## src/shared/dmc_regs.svh

```systemverilog
`ifndef DMC_REGS_SVH
`define DMC_REGS_SVH

// =====================================
// register offsets (byte addresses)
`define DMC_OFS_CTRL 8'h00
`define DMC_OFS_SRC 8'h04
`define DMC_OFS_DST 8'h08
`define DMC_OFS_CNT 8'h0c
`define DMC_OFS_CUR_SRC 8'h10
`define DMC_OFS_CUR_DST 8'h14
`define DMC_OFS_CUR_CNT 8'h18
`define DMC_OFS_STATUS 8'h1c

// =====================================
// control field positions
`define DMC_CTRL_EN_BIT 0
`define DMC_CTRL_SOFTRST_BIT 1
`define DMC_CTRL_DIR_LSB 2
`define DMC_CTRL_SRCSEL_LSB 4

// =====================================
// status field positions
`define DMC_STAT_BUSY_BIT 0
`define DMC_STAT_DONE_BIT 1
`define DMC_STAT_STOP_BIT 2

// =====================================
// reset values and sizes
`define DMC_CTRL_RESET 32'h0000_0000
`define DMC_ADDR_RESET 32'h0000_0000
`define DMC_CNT_RESET 16'h0000
`define DMC_XFER_BYTES 16'h0004
`define DMC_ADDR_STEP 32'h0000_0004

`endif

```

## src/shared/dmc_pkg.sv

```systemverilog
package dmc_pkg;
    typedef enum logic [1:0] {
        DMC_SRC_INC = 2'h0,
        DMC_SRC_RSVD = 2'h1,
        DMC_SRC_FIXED = 2'h2,
        DMC_SRC_WRAP = 2'h3
    } dmc_src_sel_e;

    typedef enum logic [1:0] {
        DMC_DIR_MEM_MEM = 2'h0,
        DMC_DIR_PER_MEM = 2'h1,
        DMC_DIR_MEM_PER = 2'h2,
        DMC_DIR_RSVD = 2'h3
    } dmc_dir_e;

    typedef enum logic [1:0] {
        DMC_ST_IDLE,
        DMC_ST_RUN,
        DMC_ST_STOP
    } dmc_state_e;

    typedef logic [31:0] dmc_word_t;
endpackage : dmc_pkg

```

## src/design/dmc_buf2.sv

```systemverilog
`timescale 1ns/100ps
`default_nettype none

// =====================================
// two-entry buffer between read and write side
module dmc_buf2 (
    input wire logic clk_in,
    input wire logic rst_n_in,
    input wire logic flush_in,
    input wire logic in_valid_in,
    output logic in_ready_out,
    input wire dmc_pkg::dmc_word_t in_data_in,
    output logic out_valid_out,
    input wire logic out_ready_in,
    output dmc_pkg::dmc_word_t out_data_out
);
    import dmc_pkg::*;

    dmc_word_t mem [0:1];
    logic wr_ptr_reg;
    logic rd_ptr_reg;
    logic [1:0] count_reg;
    wire push = in_valid_in && in_ready_out;
    wire pop = out_valid_out && out_ready_in;

    assign in_ready_out = (count_reg != 2'h2);
    assign out_valid_out = (count_reg != 2'h0);
    assign out_data_out = mem[rd_ptr_reg];

    always_ff @(posedge clk_in) begin
        if (push) begin
            mem[wr_ptr_reg] <= in_data_in;
        end
    end

    always_ff @(posedge clk_in or negedge rst_n_in) begin
        if (!rst_n_in) begin
            wr_ptr_reg <= 1'b0;
            rd_ptr_reg <= 1'b0;
            count_reg <= 2'h0;
        end else if (flush_in) begin
            wr_ptr_reg <= 1'b0;
            rd_ptr_reg <= 1'b0;
            count_reg <= 2'h0;
        end else begin
            wr_ptr_reg <= wr_ptr_reg ^ push;
            rd_ptr_reg <= rd_ptr_reg ^ pop;
            count_reg <= count_reg + {1'b0, push} - {1'b0, pop};
        end
    end
endmodule : dmc_buf2

`default_nettype wire

```

## src/design/dmc_channel.sv

```systemverilog
// Operation
// - Source select 00 increments the source address per transfer, 10 holds it, 11 wraps, 01 is reserved.
// - In wrap mode a byte count of zero reloads current source address and count and restarts.
// - In wrap mode reload-and-transfer repeats until software clears the channel enable.
// - Clearing the enable lets the transfer in flight finish and discards buffered data.
// - Direction 00 is SRAM to SRAM, 01 is APB to SRAM and 10 is SRAM to APB.
// - Writing 0 to the soft reset bit does nothing.
// - Writing 1 to the soft reset bit resets the state machine and the address and count pointers.
//
// Chosen here: the placing of the registers and the Wishbone interface to the registers.
`timescale 1ns/100ps
`default_nettype none
`include "dmc_regs.svh"

module dmc_channel (
    input wire logic clk_sys_in,
    input wire logic resetn_in,
    // wishbone slave
    input wire logic wb_cyc_in,
    input wire logic wb_stb_in,
    input wire logic wb_we_in,
    input wire logic [7:0] wb_adr_in,
    input wire logic [3:0] wb_sel_in,
    input wire dmc_pkg::dmc_word_t wb_dat_in,
    output dmc_pkg::dmc_word_t wb_dat_out,
    output logic wb_ack_out,
    // read port
    output logic rd_req_out,
    output dmc_pkg::dmc_word_t rd_addr_out,
    output logic rd_periph_out,
    input wire logic rd_ack_in,
    input wire dmc_pkg::dmc_word_t rd_data_in,
    // write port
    output logic wr_req_out,
    output dmc_pkg::dmc_word_t wr_addr_out,
    output dmc_pkg::dmc_word_t wr_data_out,
    output logic wr_periph_out,
    input wire logic wr_ack_in
);
    import dmc_pkg::*;

    // =====================================
    // reset release
    logic rst_meta_reg;
    logic rst_n_reg;
    always_ff @(posedge clk_sys_in or negedge resetn_in) begin
        if (!resetn_in) begin
            rst_meta_reg <= 1'b0;
            rst_n_reg <= 1'b0;
        end else begin
            rst_meta_reg <= 1'b1;
            rst_n_reg <= rst_meta_reg;
        end
    end

    // =====================================
    // helpers
    function automatic dmc_word_t merge_lanes(input dmc_word_t old_val, input dmc_word_t new_val,
                                             input logic [3:0] sel);
        dmc_word_t res;
        res = old_val;
        for (int i = 0; i < 4; i++) begin
            if (sel[i]) begin
                res[8*i +: 8] = new_val[8*i +: 8];
            end
        end
        return res;
    endfunction : merge_lanes

    function automatic dmc_word_t step_addr(input dmc_word_t addr, input logic hold);
        return hold ? addr : addr + `DMC_ADDR_STEP;
    endfunction : step_addr

    // =====================================
    // registers
    logic enable_reg;
    dmc_dir_e dir_reg;
    dmc_src_sel_e src_sel_reg;
    dmc_word_t prog_src_reg;
    dmc_word_t prog_dst_reg;
    logic [15:0] prog_cnt_reg;
    dmc_word_t cur_src_reg;
    dmc_word_t cur_dst_reg;
    logic [15:0] cur_cnt_reg;
    dmc_state_e state_reg;
    logic done_reg;
    logic enable_d_reg;

    wire bus_req = wb_cyc_in && wb_stb_in && !wb_ack_out;
    wire bus_wr = bus_req && wb_we_in;
    wire wr_ctrl = bus_wr && (wb_adr_in == `DMC_OFS_CTRL);
    dmc_word_t ctrl_new;
    assign ctrl_new = merge_lanes(`DMC_CTRL_RESET, wb_dat_in, wb_sel_in);
    dmc_word_t cnt_merged;
    assign cnt_merged = merge_lanes({16'h0, prog_cnt_reg}, wb_dat_in, wb_sel_in);
    wire soft_rst = wr_ctrl && wb_sel_in[0] && ctrl_new[`DMC_CTRL_SOFTRST_BIT];
    wire start = enable_reg && !enable_d_reg && (state_reg == DMC_ST_IDLE);

    dmc_word_t ctrl_rd;
    assign ctrl_rd = {26'h0, src_sel_reg, dir_reg, 1'b0, enable_reg};
    dmc_word_t status_rd;
    assign status_rd = {29'h0, state_reg == DMC_ST_STOP, done_reg, state_reg != DMC_ST_IDLE};

    dmc_word_t rd_mux;
    assign rd_mux = (wb_adr_in == `DMC_OFS_CTRL) ? ctrl_rd :
                    (wb_adr_in == `DMC_OFS_SRC) ? prog_src_reg :
                    (wb_adr_in == `DMC_OFS_DST) ? prog_dst_reg :
                    (wb_adr_in == `DMC_OFS_CNT) ? {16'h0, prog_cnt_reg} :
                    (wb_adr_in == `DMC_OFS_CUR_SRC) ? cur_src_reg :
                    (wb_adr_in == `DMC_OFS_CUR_DST) ? cur_dst_reg :
                    (wb_adr_in == `DMC_OFS_CUR_CNT) ? {16'h0, cur_cnt_reg} :
                    (wb_adr_in == `DMC_OFS_STATUS) ? status_rd : 32'h0000_0000;

    // =====================================
    // bus slave: ack one cycle after request
    always_ff @(posedge clk_sys_in or negedge rst_n_reg) begin
        if (!rst_n_reg) begin
            wb_ack_out <= 1'b0;
            wb_dat_out <= 32'h0000_0000;
        end else begin
            wb_ack_out <= bus_req;
            wb_dat_out <= (bus_req && !wb_we_in) ? rd_mux : 32'h0000_0000;
        end
    end

    always_ff @(posedge clk_sys_in or negedge rst_n_reg) begin
        if (!rst_n_reg) begin
            enable_reg <= 1'b0;
            dir_reg <= DMC_DIR_MEM_MEM;
            src_sel_reg <= DMC_SRC_INC;
            prog_src_reg <= `DMC_ADDR_RESET;
            prog_dst_reg <= `DMC_ADDR_RESET;
            prog_cnt_reg <= `DMC_CNT_RESET;
            enable_d_reg <= 1'b0;
        end else begin
            enable_d_reg <= enable_reg;
            if (wr_ctrl && wb_sel_in[0]) begin
                enable_reg <= ctrl_new[`DMC_CTRL_EN_BIT];
                dir_reg <= dmc_dir_e'(ctrl_new[`DMC_CTRL_DIR_LSB +: 2]);
                src_sel_reg <= dmc_src_sel_e'(ctrl_new[`DMC_CTRL_SRCSEL_LSB +: 2]);
            end
            if (bus_wr && wb_adr_in == `DMC_OFS_SRC) begin
                prog_src_reg <= merge_lanes(prog_src_reg, wb_dat_in, wb_sel_in);
            end
            if (bus_wr && wb_adr_in == `DMC_OFS_DST) begin
                prog_dst_reg <= merge_lanes(prog_dst_reg, wb_dat_in, wb_sel_in);
            end
            if (bus_wr && wb_adr_in == `DMC_OFS_CNT) begin
                prog_cnt_reg <= cnt_merged[15:0];
            end
        end
    end

    // =====================================
    // data path
    logic buf_in_ready;
    logic buf_out_valid;
    dmc_word_t buf_out_data;
    wire running = (state_reg == DMC_ST_RUN) && enable_reg;
    wire rd_done = rd_req_out && rd_ack_in;
    wire wr_done = wr_req_out && wr_ack_in;
    wire buf_push = rd_done && running;
    wire buf_pop = buf_out_valid && !wr_req_out && running;
    wire flush = soft_rst || !running;
    wire src_hold = (src_sel_reg == DMC_SRC_FIXED) || (src_sel_reg == DMC_SRC_RSVD);
    wire dst_hold = (dir_reg == DMC_DIR_MEM_PER);
    wire cnt_zero = (cur_cnt_reg == 16'h0000);
    wire issue_rd = running && !rd_req_out && !cnt_zero && buf_in_ready;
    wire wrap_now = running && cnt_zero && !rd_req_out && (src_sel_reg == DMC_SRC_WRAP);
    wire finish = running && cnt_zero && !rd_req_out && !wrap_now && !buf_out_valid
                  && !wr_req_out;
    wire [15:0] cnt_dec = (cur_cnt_reg > `DMC_XFER_BYTES) ? cur_cnt_reg - `DMC_XFER_BYTES
                                                          : 16'h0000;

    dmc_buf2 u_buf (
        .clk_in(clk_sys_in),
        .rst_n_in(rst_n_reg),
        .flush_in(flush),
        .in_valid_in(buf_push),
        .in_ready_out(buf_in_ready),
        .in_data_in(rd_data_in),
        .out_valid_out(buf_out_valid),
        .out_ready_in(buf_pop),
        .out_data_out(buf_out_data)
    );

    // =====================================
    // channel state machine
    always_ff @(posedge clk_sys_in or negedge rst_n_reg) begin
        if (!rst_n_reg) begin
            state_reg <= DMC_ST_IDLE;
            done_reg <= 1'b0;
        end else if (soft_rst) begin
            state_reg <= DMC_ST_IDLE;
            done_reg <= 1'b0;
        end else begin
            case (state_reg)
                DMC_ST_IDLE: begin
                    if (start) begin
                        state_reg <= DMC_ST_RUN;
                        done_reg <= 1'b0;
                    end
                end
                DMC_ST_RUN: begin
                    if (!enable_reg) begin
                        state_reg <= DMC_ST_STOP;
                    end else if (finish) begin
                        state_reg <= DMC_ST_IDLE;
                        done_reg <= 1'b1;
                    end
                end
                DMC_ST_STOP: begin
                    if (!rd_req_out && !wr_req_out) begin
                        state_reg <= DMC_ST_IDLE;
                    end
                end
                default: begin
                    state_reg <= DMC_ST_IDLE;
                end
            endcase
        end
    end

    // =====================================
    // pointers and read side
    always_ff @(posedge clk_sys_in or negedge rst_n_reg) begin
        if (!rst_n_reg) begin
            cur_src_reg <= `DMC_ADDR_RESET;
            cur_cnt_reg <= `DMC_CNT_RESET;
            rd_req_out <= 1'b0;
            rd_addr_out <= `DMC_ADDR_RESET;
            rd_periph_out <= 1'b0;
        end else if (soft_rst) begin
            cur_src_reg <= `DMC_ADDR_RESET;
            cur_cnt_reg <= `DMC_CNT_RESET;
            rd_req_out <= 1'b0;
        end else if (start || wrap_now) begin
            cur_src_reg <= prog_src_reg;
            cur_cnt_reg <= prog_cnt_reg;
        end else if (issue_rd) begin
            rd_req_out <= 1'b1;
            rd_addr_out <= cur_src_reg;
            rd_periph_out <= (dir_reg == DMC_DIR_PER_MEM);
        end else if (rd_done) begin
            rd_req_out <= 1'b0;
            cur_src_reg <= step_addr(cur_src_reg, src_hold);
            cur_cnt_reg <= cnt_dec;
        end
    end

    // =====================================
    // write side
    always_ff @(posedge clk_sys_in or negedge rst_n_reg) begin
        if (!rst_n_reg) begin
            cur_dst_reg <= `DMC_ADDR_RESET;
            wr_req_out <= 1'b0;
            wr_addr_out <= `DMC_ADDR_RESET;
            wr_data_out <= 32'h0000_0000;
            wr_periph_out <= 1'b0;
        end else if (soft_rst) begin
            cur_dst_reg <= `DMC_ADDR_RESET;
            wr_req_out <= 1'b0;
        end else begin
            // a pop or a completion in the reload cycle must not be lost
            if (buf_pop) begin
                wr_req_out <= 1'b1;
                wr_addr_out <= cur_dst_reg;
                wr_data_out <= buf_out_data;
                wr_periph_out <= dst_hold;
            end else if (wr_done) begin
                wr_req_out <= 1'b0;
            end
            if (start || wrap_now) begin
                cur_dst_reg <= prog_dst_reg;
            end else if (wr_done) begin
                cur_dst_reg <= step_addr(cur_dst_reg, dst_hold);
            end
        end
    end
endmodule : dmc_channel

`default_nettype wire

```

## config.mk

```make
export PLATFORM = sky130hd
export DESIGN_NAME = dmc_channel
export DESIGN_NICKNAME = d
export VERILOG_FILES = /design/src/shared/dmc_pkg.sv /design/src/design/dmc_buf2.sv /design/src/design/dmc_channel.sv
export VERILOG_INCLUDE_DIRS = /design/src /design/src/shared
export SDC_FILE = /design/constraint.sdc
export NUM_CORES = 1
export LEC_CHECK = 0
export BUFFER_PORTS_ARGS = -buffer_cell sky130_fd_sc_hd__buf_4
export CORE_MARGIN = 2
export CORE_UTILIZATION = 50
export DETAILED_ROUTE_END_ITERATION = 10
export GPL_TIMING_DRIVEN = 0
export PLACE_DENSITY_LB_ADDON = 0.08
export RECOVER_POWER = 50
export SYNTH_ARGS = -nofsm -noshare
export SYNTH_HDL_FRONTEND = slang
export SYNTH_HIERARCHICAL = 1
export SYNTH_SLANG_ARGS = --single-unit
```

## constraint.sdc

```tcl
create_clock -name clk_sys_in -period 13.2 [get_ports clk_sys_in]
set_input_delay 2.64 -clock clk_sys_in [delete_from_list [all_inputs] [get_ports clk_sys_in]]
set_output_delay 2.64 -clock clk_sys_in [all_outputs]
set_load 0.1 [all_outputs]
```

======== Word level (Yosys, flattened, before mapping) ========
Memory sizes are Yosys's and may differ from the RTL's. A register that Yosys moved wholly into a read port is not among the register bits.
Index checks and enable logic that the tools add are counted.
operators by class
  equal/unequal tests ..................... 24
  mux-type cells .......................... 47
  reductions and logical operators ........ 71
  order comparisons ....................... 1
  bitwise logic cells ..................... 4
  $add $sub $neg .......................... 5
operators with widths
  cell                     count
  $mux W32                 16
  $mux W16                 6
  $add A32 B3 Y32 const B  2
  $eq A8 B5 Y1 const B     4
  $logic_and A1 B1 Y1      30
  $reduce_and A2 Y1        14
  $eq A8 B4 Y1 const B     2
  $gt A16 B3 Y1 const B    1
  $logic_not A16 Y1        1
  $sub A16 B3 Y16 const B  1
  $mux W1                  15
  $reduce_bool A3 Y1       5
  $mux W2                  6
  $ne A3 B2 Y1 const B     4
  $logic_not A1 Y1         10
  $ne A3 B3 Y1 const B     3
  $reduce_and A3 Y1        3
  $eq A2 B2 Y1 const B     4
  $eq A8 B3 Y1 const B     1
  $logic_not A8 Y1         1
  $eq A2 B1 Y1 const B     3
  $mux W6                  1
  $pmux W2 S3              1
  $ne A2 B2 Y1 const B     2
  other kinds (11)         16
storage, ports and cells
  memory bits (writable) .................. 64
  bits in registers ....................... 276
  memories kept ........................... 1
  word-level logic and storage cells ...... 185
memories
  name       depth  width  rd ports  clocked after Yosys merged registers in  wr ports  line            RTL
  u_buf.mem  2      32     1         1                                        1         dmc_buf2.sv:19  dmc_word_t mem [0:1];

======== Longest topological paths before layout ========
Gate-level depths: netlist of the first run.
  word-level depth ........................ 13
  depth in mapped cells ................... 10
  gate-level depth less buffers ........... 9

======== Modules after synthesis ========
Netlist of the first run, hierarchy kept.
modules (own cells, without submodules)
  module       cells an instance  area each (µm²)  sequential area each (µm²)  times used
  dmc_channel  1275               14272.4          7607.3                      1
  dmc_buf2     122                2692.6           2021.9                      1

======== Worst setup path before layout of the first run ========
No wires, ideal clock.
  path kind ............................... input -> register
  start ................................... input port wb_we_in
  end ..................................... register rd_addr_out[10]
  data arrival time ....................... 4.403 ns
  slack ................................... 8.669 ns
  buffers on the path ..................... 4
  stages on the path ...................... 9
  library setup time ...................... 0.128 ns
  cell sequence ........................... and4b_1 -> buf_2 -> and2_0 -> clkbuf_1 -> and3_1 -> buf_4 -> nor3_4 -> buf_6 -> mux2_1
on the way
  cells in the longest elaborated chain, start to end .. 6
RTL lines
  item                                line                RTL
  start: declaration                  dmc_channel.sv:21   input wire logic wb_we_in,
  $logic_and A1 B1 Y1                 dmc_channel.sv:90   wire bus_wr = bus_req && wb_we_in;
  $logic_and A1 B1 Y1                 dmc_channel.sv:91   wire wr_ctrl = bus_wr && (wb_adr_in == `DMC_OFS_CTRL);
  $logic_and A1 B1 Y1 (2 in a row)    dmc_channel.sv:96   wire soft_rst = wr_ctrl && wb_sel_in[0] && ctrl_new[`DMC_CTRL_SOFTRST_BIT];
  $not A1 Y1 (no source line)         --
  $reduce_and A3 Y1 (no source line)  --
  end signal: assignment              dmc_channel.sv:231  rd_addr_out <= `DMC_ADDR_RESET;
  end signal: assignment              dmc_channel.sv:242  rd_addr_out <= cur_src_reg;
  end: declaration                    dmc_channel.sv:29   output dmc_pkg::dmc_word_t rd_addr_out,
Every way passes these cells.
A chain may end at the register's enable or synchronous reset.

==> flow_summary.yaml, run 1 <==
power_and_ir_drop:
  seq_power_share_pct: 50.7
  peakVddDrop_mv: 0.107
  total_power_mw: 2.47
  p_clk_share_pct: 43.3
  leakagePower_nw: 8.92
  netSwitchingFraction_pct: 24.2
  p_comb_share_pct: 5.9
  power.density_nw_per_um2: 123
  p_sw_mw: 0.597
  intPower_mw: 1.87
cts:
  numCtsBuffers: 40
  cts_root_buffer: "clkbuf_16"
  clockBufferDepth: 3
  cts_hold_buffers: 0
  post_cts_buffers: 0
  cts_tree: "yes"
  numClockSinks: 372
  path_clk_slew_ps: 60
  clock_latency_ps: 550
  cts_resized: 0
  cts.htree.levels: 2
routing:
  drt_iter0_drc: 1538
  wl_per_cell_um: 24.9
  vias: 13200
  drt_pass1_iterations: 9
  antenna_left: 0
  remaining_drc_errors: 0
  wl_mm: 53.3
  viasPerCell: 6.17
global_route:
  grt_pass1_vias: 13200
  grt_max_degree: 70
  grt_overflow: 0
  grt_antenna_before_repair: 0
  grt_pass1_wl_mm: 81.0
  grt_usage_pct: 30.2
logic_synthesis:
  synthTopCellsByArea: "dfrtp_1 (45%), edfxtp_1 (11%), mux2_2 (10%)"
  yosysUniqueCellTypes: 77
  synth_xor_area_share_pct: 1.78
  synth_fa_ha_area_share_pct: 0.738
  syn_area_um2: 17000
  synth.mux.area_fraction_pct: 15.4
  synth_top_family_by_area: "multiplexers"
  synth_fp_nets: 1490
  synth_warnings: 6
  avgSynthCellArea_um2: 12.1
  synthFlopType: "dfrtp_1"
  synth_edf_count: 64
  synth-compound-area-share_pct: 11.9
  yosysTopAreaCellShare_pct: 45.4
  ys_ff_latch: 372
  async_flop_share_pct: 82.8
  seq_area_frac_synth_pct: 56.8
  synth_largest_area_cell: "dfrtp_1"
  synthCells: 1397
  synthSimpleGateAreaFrac_pct: 10.6
cells_and_area:
  syn_to_final_growth_pct: 18.6
  fin_nets: 1752
  finish.utilization_pct: 60.2
  largest_register_ffs: 64
  num_antenna_cells: 0
  drive_gt1_share_pct: 26.0
  largest_register: "u_buf/mem"
sta:
  timing.hold.ws_ps: 300
  max_freq_mhz: 161
  min_period_over_period_pct: 46.9
  setup_ws_ps: 7010
  tightest_slew_ps: 3620
  fin_tns_setup_ps: 0
  grt_setup_unrepaired: "no"
  slew_violations: 297
  setup_viol_count_final: 0
  finalHoldViolCount: 0
  skew_ps: 28.6
  slew_headroom_pct: -141
  fin_crit_ps: 6190
worst_setup_path:
  r2r_slack_ps: 7010
  ff2ff_path_depth: 2
  cpMostUsedCell: "clkbuf_1"
  max_stage_delay_ps: 2660
  crit_chain: "clkbuf_1 -> clkbuf_1"
  cp.required_ps: 13010
  r2r-end: "wb_dat_out[5]$_DFF_PN0_"
  rr_startpoint: "rst_n_reg$_DFF_PN0_"
  worst-setup-path-type: "flip-flop to asynchronous set/reset pin"
  slowest_stage: "clkbuf_1"
  startpoint_type: "flip-flop"
  crit_fanout: 69
  crit_arrival_ps: 6000
  cp-end-kind: "asynchronous set/reset pin"
placement:
  routabilityCongestion: 0.960
  io_buffers: 215
  place_ws_ps: 7660
  dp_hpwl_mm: 39.2
min_path:
  hp-class: "flip-flop to asynchronous set/reset pin"
floorplanning:
  die_area_um2: 35400
  rows: 67
  initial_core_util_pct: 50.7
  die_h_um: 188
  die_w_um: 188
  io_pins: 216
  coreArea_um2: 33400
job:
  maxCapViolCount: 5
outcome:
  status: "complete, but fails checks"
  violations: "max-capacitance violations, max-slew violations"
-- kinds of logic after synthesis --
group / after synthesis
other: 1
adder cells (fa/ha/maj): 10
multiplexers: 224
AO/OA/AOI/OAI: 309
XOR/XNOR: 33
buffers and inverters: 97
AND/OR/NAND/NOR: 351
flip-flops: 372
-- power by group through the flow --
stage               Combinational, mW  Sequential (mW)  Clock [mW]
global placement                0.126             1.29           0
detailed placement              0.151             1.27           0
global route                    0.162             1.26        1.14
floorplan                      0.0780             1.26           0
finish                          0.147             1.25        1.07
CTS                             0.152             1.25        1.09
-- how the worst max path moves through the flow --
stage | from | to | slack (ps) | cells after the start
2_1_floorplan | rst_n_reg$_DFF_PN0_ | cur_cnt_reg[0]$_DFFE_PN0P_ | 3980 | 0
3_3_place_gp | rst_n_reg$_DFF_PN0_ | wb_dat_out[5]$_DFF_PN0_ | 260 | 0
3_5_place_dp | wb_adr_in[5] | wb_dat_out[17]$_DFF_PN0_ | 7660 | 7
4_1_cts | wb_adr_in[5] | wb_dat_out[16]$_DFF_PN0_ | 8170 | 7
5_1_grt | rst_n_reg$_DFF_PN0_ | rd_addr_out[3]$_DFFE_PN0P_ | 5760 | 2
6_report | rst_n_reg$_DFF_PN0_ | wb_dat_out[5]$_DFF_PN0_ | 7010 | 2
-- area by class of cell --
type                            instances  area [um^2]
Buffer                                 86          422
Clock buffer                           54         1080
Clock inverter                         18          141
Fill cell                            2819        13300
Inverter                               11         41.3
Multi-Input combinational cell        928         6880
Sequential cell                       372         9630
Tap cell                              448          561
Timing Repair Buffer                  220         1370
-- Yosys cell counts (6+ instances only) --
library cell and count:
dfrtp_1 308, clkbuf_1 48, o21ai_0 62, mux2_2 157, and2_1 7, mux2_4 29
nand3_1 35, xnor2_1 16, o22ai_1 15, nor2_1 83, buf_6 6, a221oi_1 8
or4_1 6, xor2_1 16, a22oi_1 54, or3_1 13, edfxtp_1 64, mux2_1 29
nand3b_1 7, nor4_1 12, and3_1 17, a211oi_1 26, o211ai_1 7, inv_1 11
nor4b_1 6, nand4_1 16, nand2_1 91, mux2i_1 9, a222oi_1 7, a21oi_1 71
buf_2 26, ha_1 10, nor3_1 26, nand2b_1 6, a31oi_1 11
-- placed cells by master (no fill, tap or decap), types with 41 or more instances in the layout --
master,count
o21ai_0,62
a21oi_1,71
clkbuf_1,135
mux2_2,157
nor2_1,83
dfrtp_1,308
edfxtp_1,64
clkbuf_16,41
a22oi_1,54
buf_4,119
nand2_1,91
-- metal layers --
layer | vias to the layer above | wire length, um | track usage, %
met5 | - | 0 | 0
met4 | 0 | 1830 | 10.4
met3 | 132 | 5460 | 6.57
met2 | 762 | 24000 | 46.3
met1 | 6533 | 22000 | 42.7
li1 | 5756 | - | -
-- critical path: cells and delay by family (launching register included) --
family	cells	cell delay (ps)
buffers and inverters	2	4530
DFF	1	810
-- metrics by stage --
step | cell area (um^2) | std cells
6_report | 20100 | 2137
4_1_cts | 20500 | 2137
2_1_floorplan | 17000 | 1397
3_5_place_dp | 19300 | 2065
3_3_place_gp | 19100 | 2060
5_1_grt | 20100 | 2137
Power figures use the tool's default switching activity.
==> run 2: changes to the inputs <==
- clock period: 13.2 -> 6.4 ns (I/O delays scaled with it)
==> run 2 against run 1 <==
Against the previous run: the run still ends with max-capacitance violations, max-slew violations left; final cell count about the same; sequential power increased by 110%; wire length decreased by 0.32%; via count fell by 1.3%; critical endpoint is now cur_src_reg[1]$_DFFE_PN0P_; first-iteration DRC count shrank 8.2%; critical path type unchanged; sequential share of layout area down 0.44 points; register-to-register slack got worse by 4700 ps; clock-buffer cell count grew 4; die area unchanged; non-clock buffer count did not move.
==> flow_summary.yaml, run 2 (synthesized netlist as in run 1, its figures left out) <==
outcome:
  status: "complete, but fails checks"
  violations: "max-capacitance violations, max-slew violations"
sta:
  skew_ps: 22.0
  max_freq_mhz: 245
  tightest_slew_ps: 3310
  slew_headroom_pct: -120
  fin_crit_ps: 4080
  setup_viol_count_final: 0
  grt_setup_unrepaired: "no"
  slew_violations: 108
  min_period_over_period_pct: 63.7
  finalHoldViolCount: 0
routing:
  antenna_left: 0
  wl_per_cell_um: 24.9
  vias: 13000
  viasPerCell: 6.10
  drt_pass1_iterations: 8
  remaining_drc_errors: 0
  wl_mm: 53.1
  drt_iter0_drc: 1412
worst_setup_path:
  critical_path.top_delay_family: "buffers and inverters"
  cp.required_ps: 6300
  critPathBufInv: 1
  worst-setup-path-type: "flip-flop to asynchronous set/reset pin"
  r2r_slack_ps: 2320
  slowest_stage: "clkbuf_1"
  crit_fanout: 60
  crit_arrival_ps: 3980
  max_stage_delay_ps: 2380
  cp-end-kind: "asynchronous set/reset pin"
  startpoint_type: "flip-flop"
  crit_chain: "clkbuf_1"
cts:
  clock_latency_ps: 550
  numCtsBuffers: 40
  clockBufferDepth: 3
  path_clk_slew_ps: 60
  cts_resized: 0
  cts_tree: "yes"
  post_cts_buffers: 0
  cts_root_buffer: "clkbuf_16"
  cts.htree.levels: 2
  cts_hold_buffers: 0
  numClockSinks: 372
global_route:
  grt_overflow: 0
  grt_util_met3_pct: 6.95
  grt-busiest-layer: "met2"
  grt_util_met1_pct: 42.5
  grt_pass1_vias: 13200
  grt_antenna_before_repair: 0
  grt_usage_pct: 30.2
  grt_util_met2_pct: 45.5
  grt_pass1_wl_mm: 80.7
  grt_max_degree: 72
floorplanning:
  die_w_um: 188
  die_area_um2: 35400
  io_pins: 216
  initial_core_util_pct: 50.7
  coreArea_um2: 33400
  die_h_um: 188
  rows: 67
cells_and_area:
  syn_to_final_growth_pct: 19.7
  fin_area_um2: 20300
  multiInputGateArea_um2: 6880
  mostFrequentLayoutCell: "dfrtp_1"
  largest_register: "u_buf/mem"
  finish.utilization_pct: 60.7
  fin_nets: 1752
  fill_cells: 2847
  final_cell_mix: "dfrtp_1 (308), mux2_2 (157), clkbuf_1 (125), buf_4 (119), nand2_1 (91)"
  drive_gt1_share_pct: 26.7
  regArea_um2: 9630
  largest_register_ffs: 64
placement:
  io_buffers: 215
  routabilityCongestion: 0.955
  placed_area_um2: 19300
  dp_hpwl_mm: 39.2
power_and_ir_drop:
  leakagePower_nw: 9.01
  peakVddDrop_mv: 0.220
  power.density_nw_per_um2: 258
min_path:
  hp-class: "flip-flop to flip-flop"
job:
  maxCapViolCount: 2
[run 2: cell count changes in the layout (fill, tap and decap cells not counted), moves of 2 or more]
cell      delta
clkbuf_1    -10
clkinv_1     -6
clkbuf_4     +3
buf_16       +3
clkinv_2     -2
clkbuf_8     +6
inv_6        -2
[run 2: power by group]
part | internal (mW) | switching, mW | leakage (nW)
Clock | 1.40 | 0.942 | 0.645
Sequential | 2.47 | 0.116 | 4.73
Combinational | 0.127 | 0.181 | 3.64
Total | 4.00 | 1.24 | 9.01
[run 2: final cells by class]
type | instances | area share [%]
repair buffers | 220 | 7.15
multi-input cells | 928 | 33.9
inverters | 11 | 0.203
clock inverters | 11 | 0.715
flip-flops and latches | 372 | 47.4
plain buffers | 86 | 2.08
clock buffers | 58 | 5.81
diodes | 1 | 0.0123
well taps | 448 | 2.76
[run 2: worst paths after layout]
check	cells after the start	endpoint	from
max	1	cur_src_reg[1]$_DFFE_PN0P_	rst_n_reg$_DFF_PN0_
min	0	rst_n_reg$_DFF_PN0_	rst_meta_reg$_DFF_PN0_
max reg2reg	1	cur_src_reg[1]$_DFFE_PN0P_	rst_n_reg$_DFF_PN0_
min reg2reg	0	rst_n_reg$_DFF_PN0_	rst_meta_reg$_DFF_PN0_
max in group clk_sys_in	7	wb_dat_out[17]$_DFF_PN0_	wb_adr_in[5]
min in group asynchronous	0	wr_data_out[2]$_DFFE_PN0P_	rst_n_reg$_DFF_PN0_
[run 2: per-layer routing]
| metal | share of wire, % | vias up |
|---|---|---|
| met3 | 10 | 129 |
| met5 | 0 | - |
| met2 | 44 | 695 |
| met4 | 3.7 | 0 |
| li1 | - | 5741 |
| met1 | 42 | 6448 |
[run 2: through the flow]
stage | total power [mW] | hold slack (ps) | worst slack [ps] | TNS (ps) | instances
6_report | 5.24 | 351 | 2320 | 0 | 2135
3_5_place_dp | 2.93 | 263 | 2220 | 0 | 2065
4_1_cts | 5.26 | 270 | 2770 | 0 | 2134
5_1_grt | 5.40 | 375 | 1470 | 0 | 2134
2_1_floorplan | 2.76 | 331 | 1360 | 0 | 1397
3_3_place_gp | 2.92 | 335 | -623 | -181230 | 2060
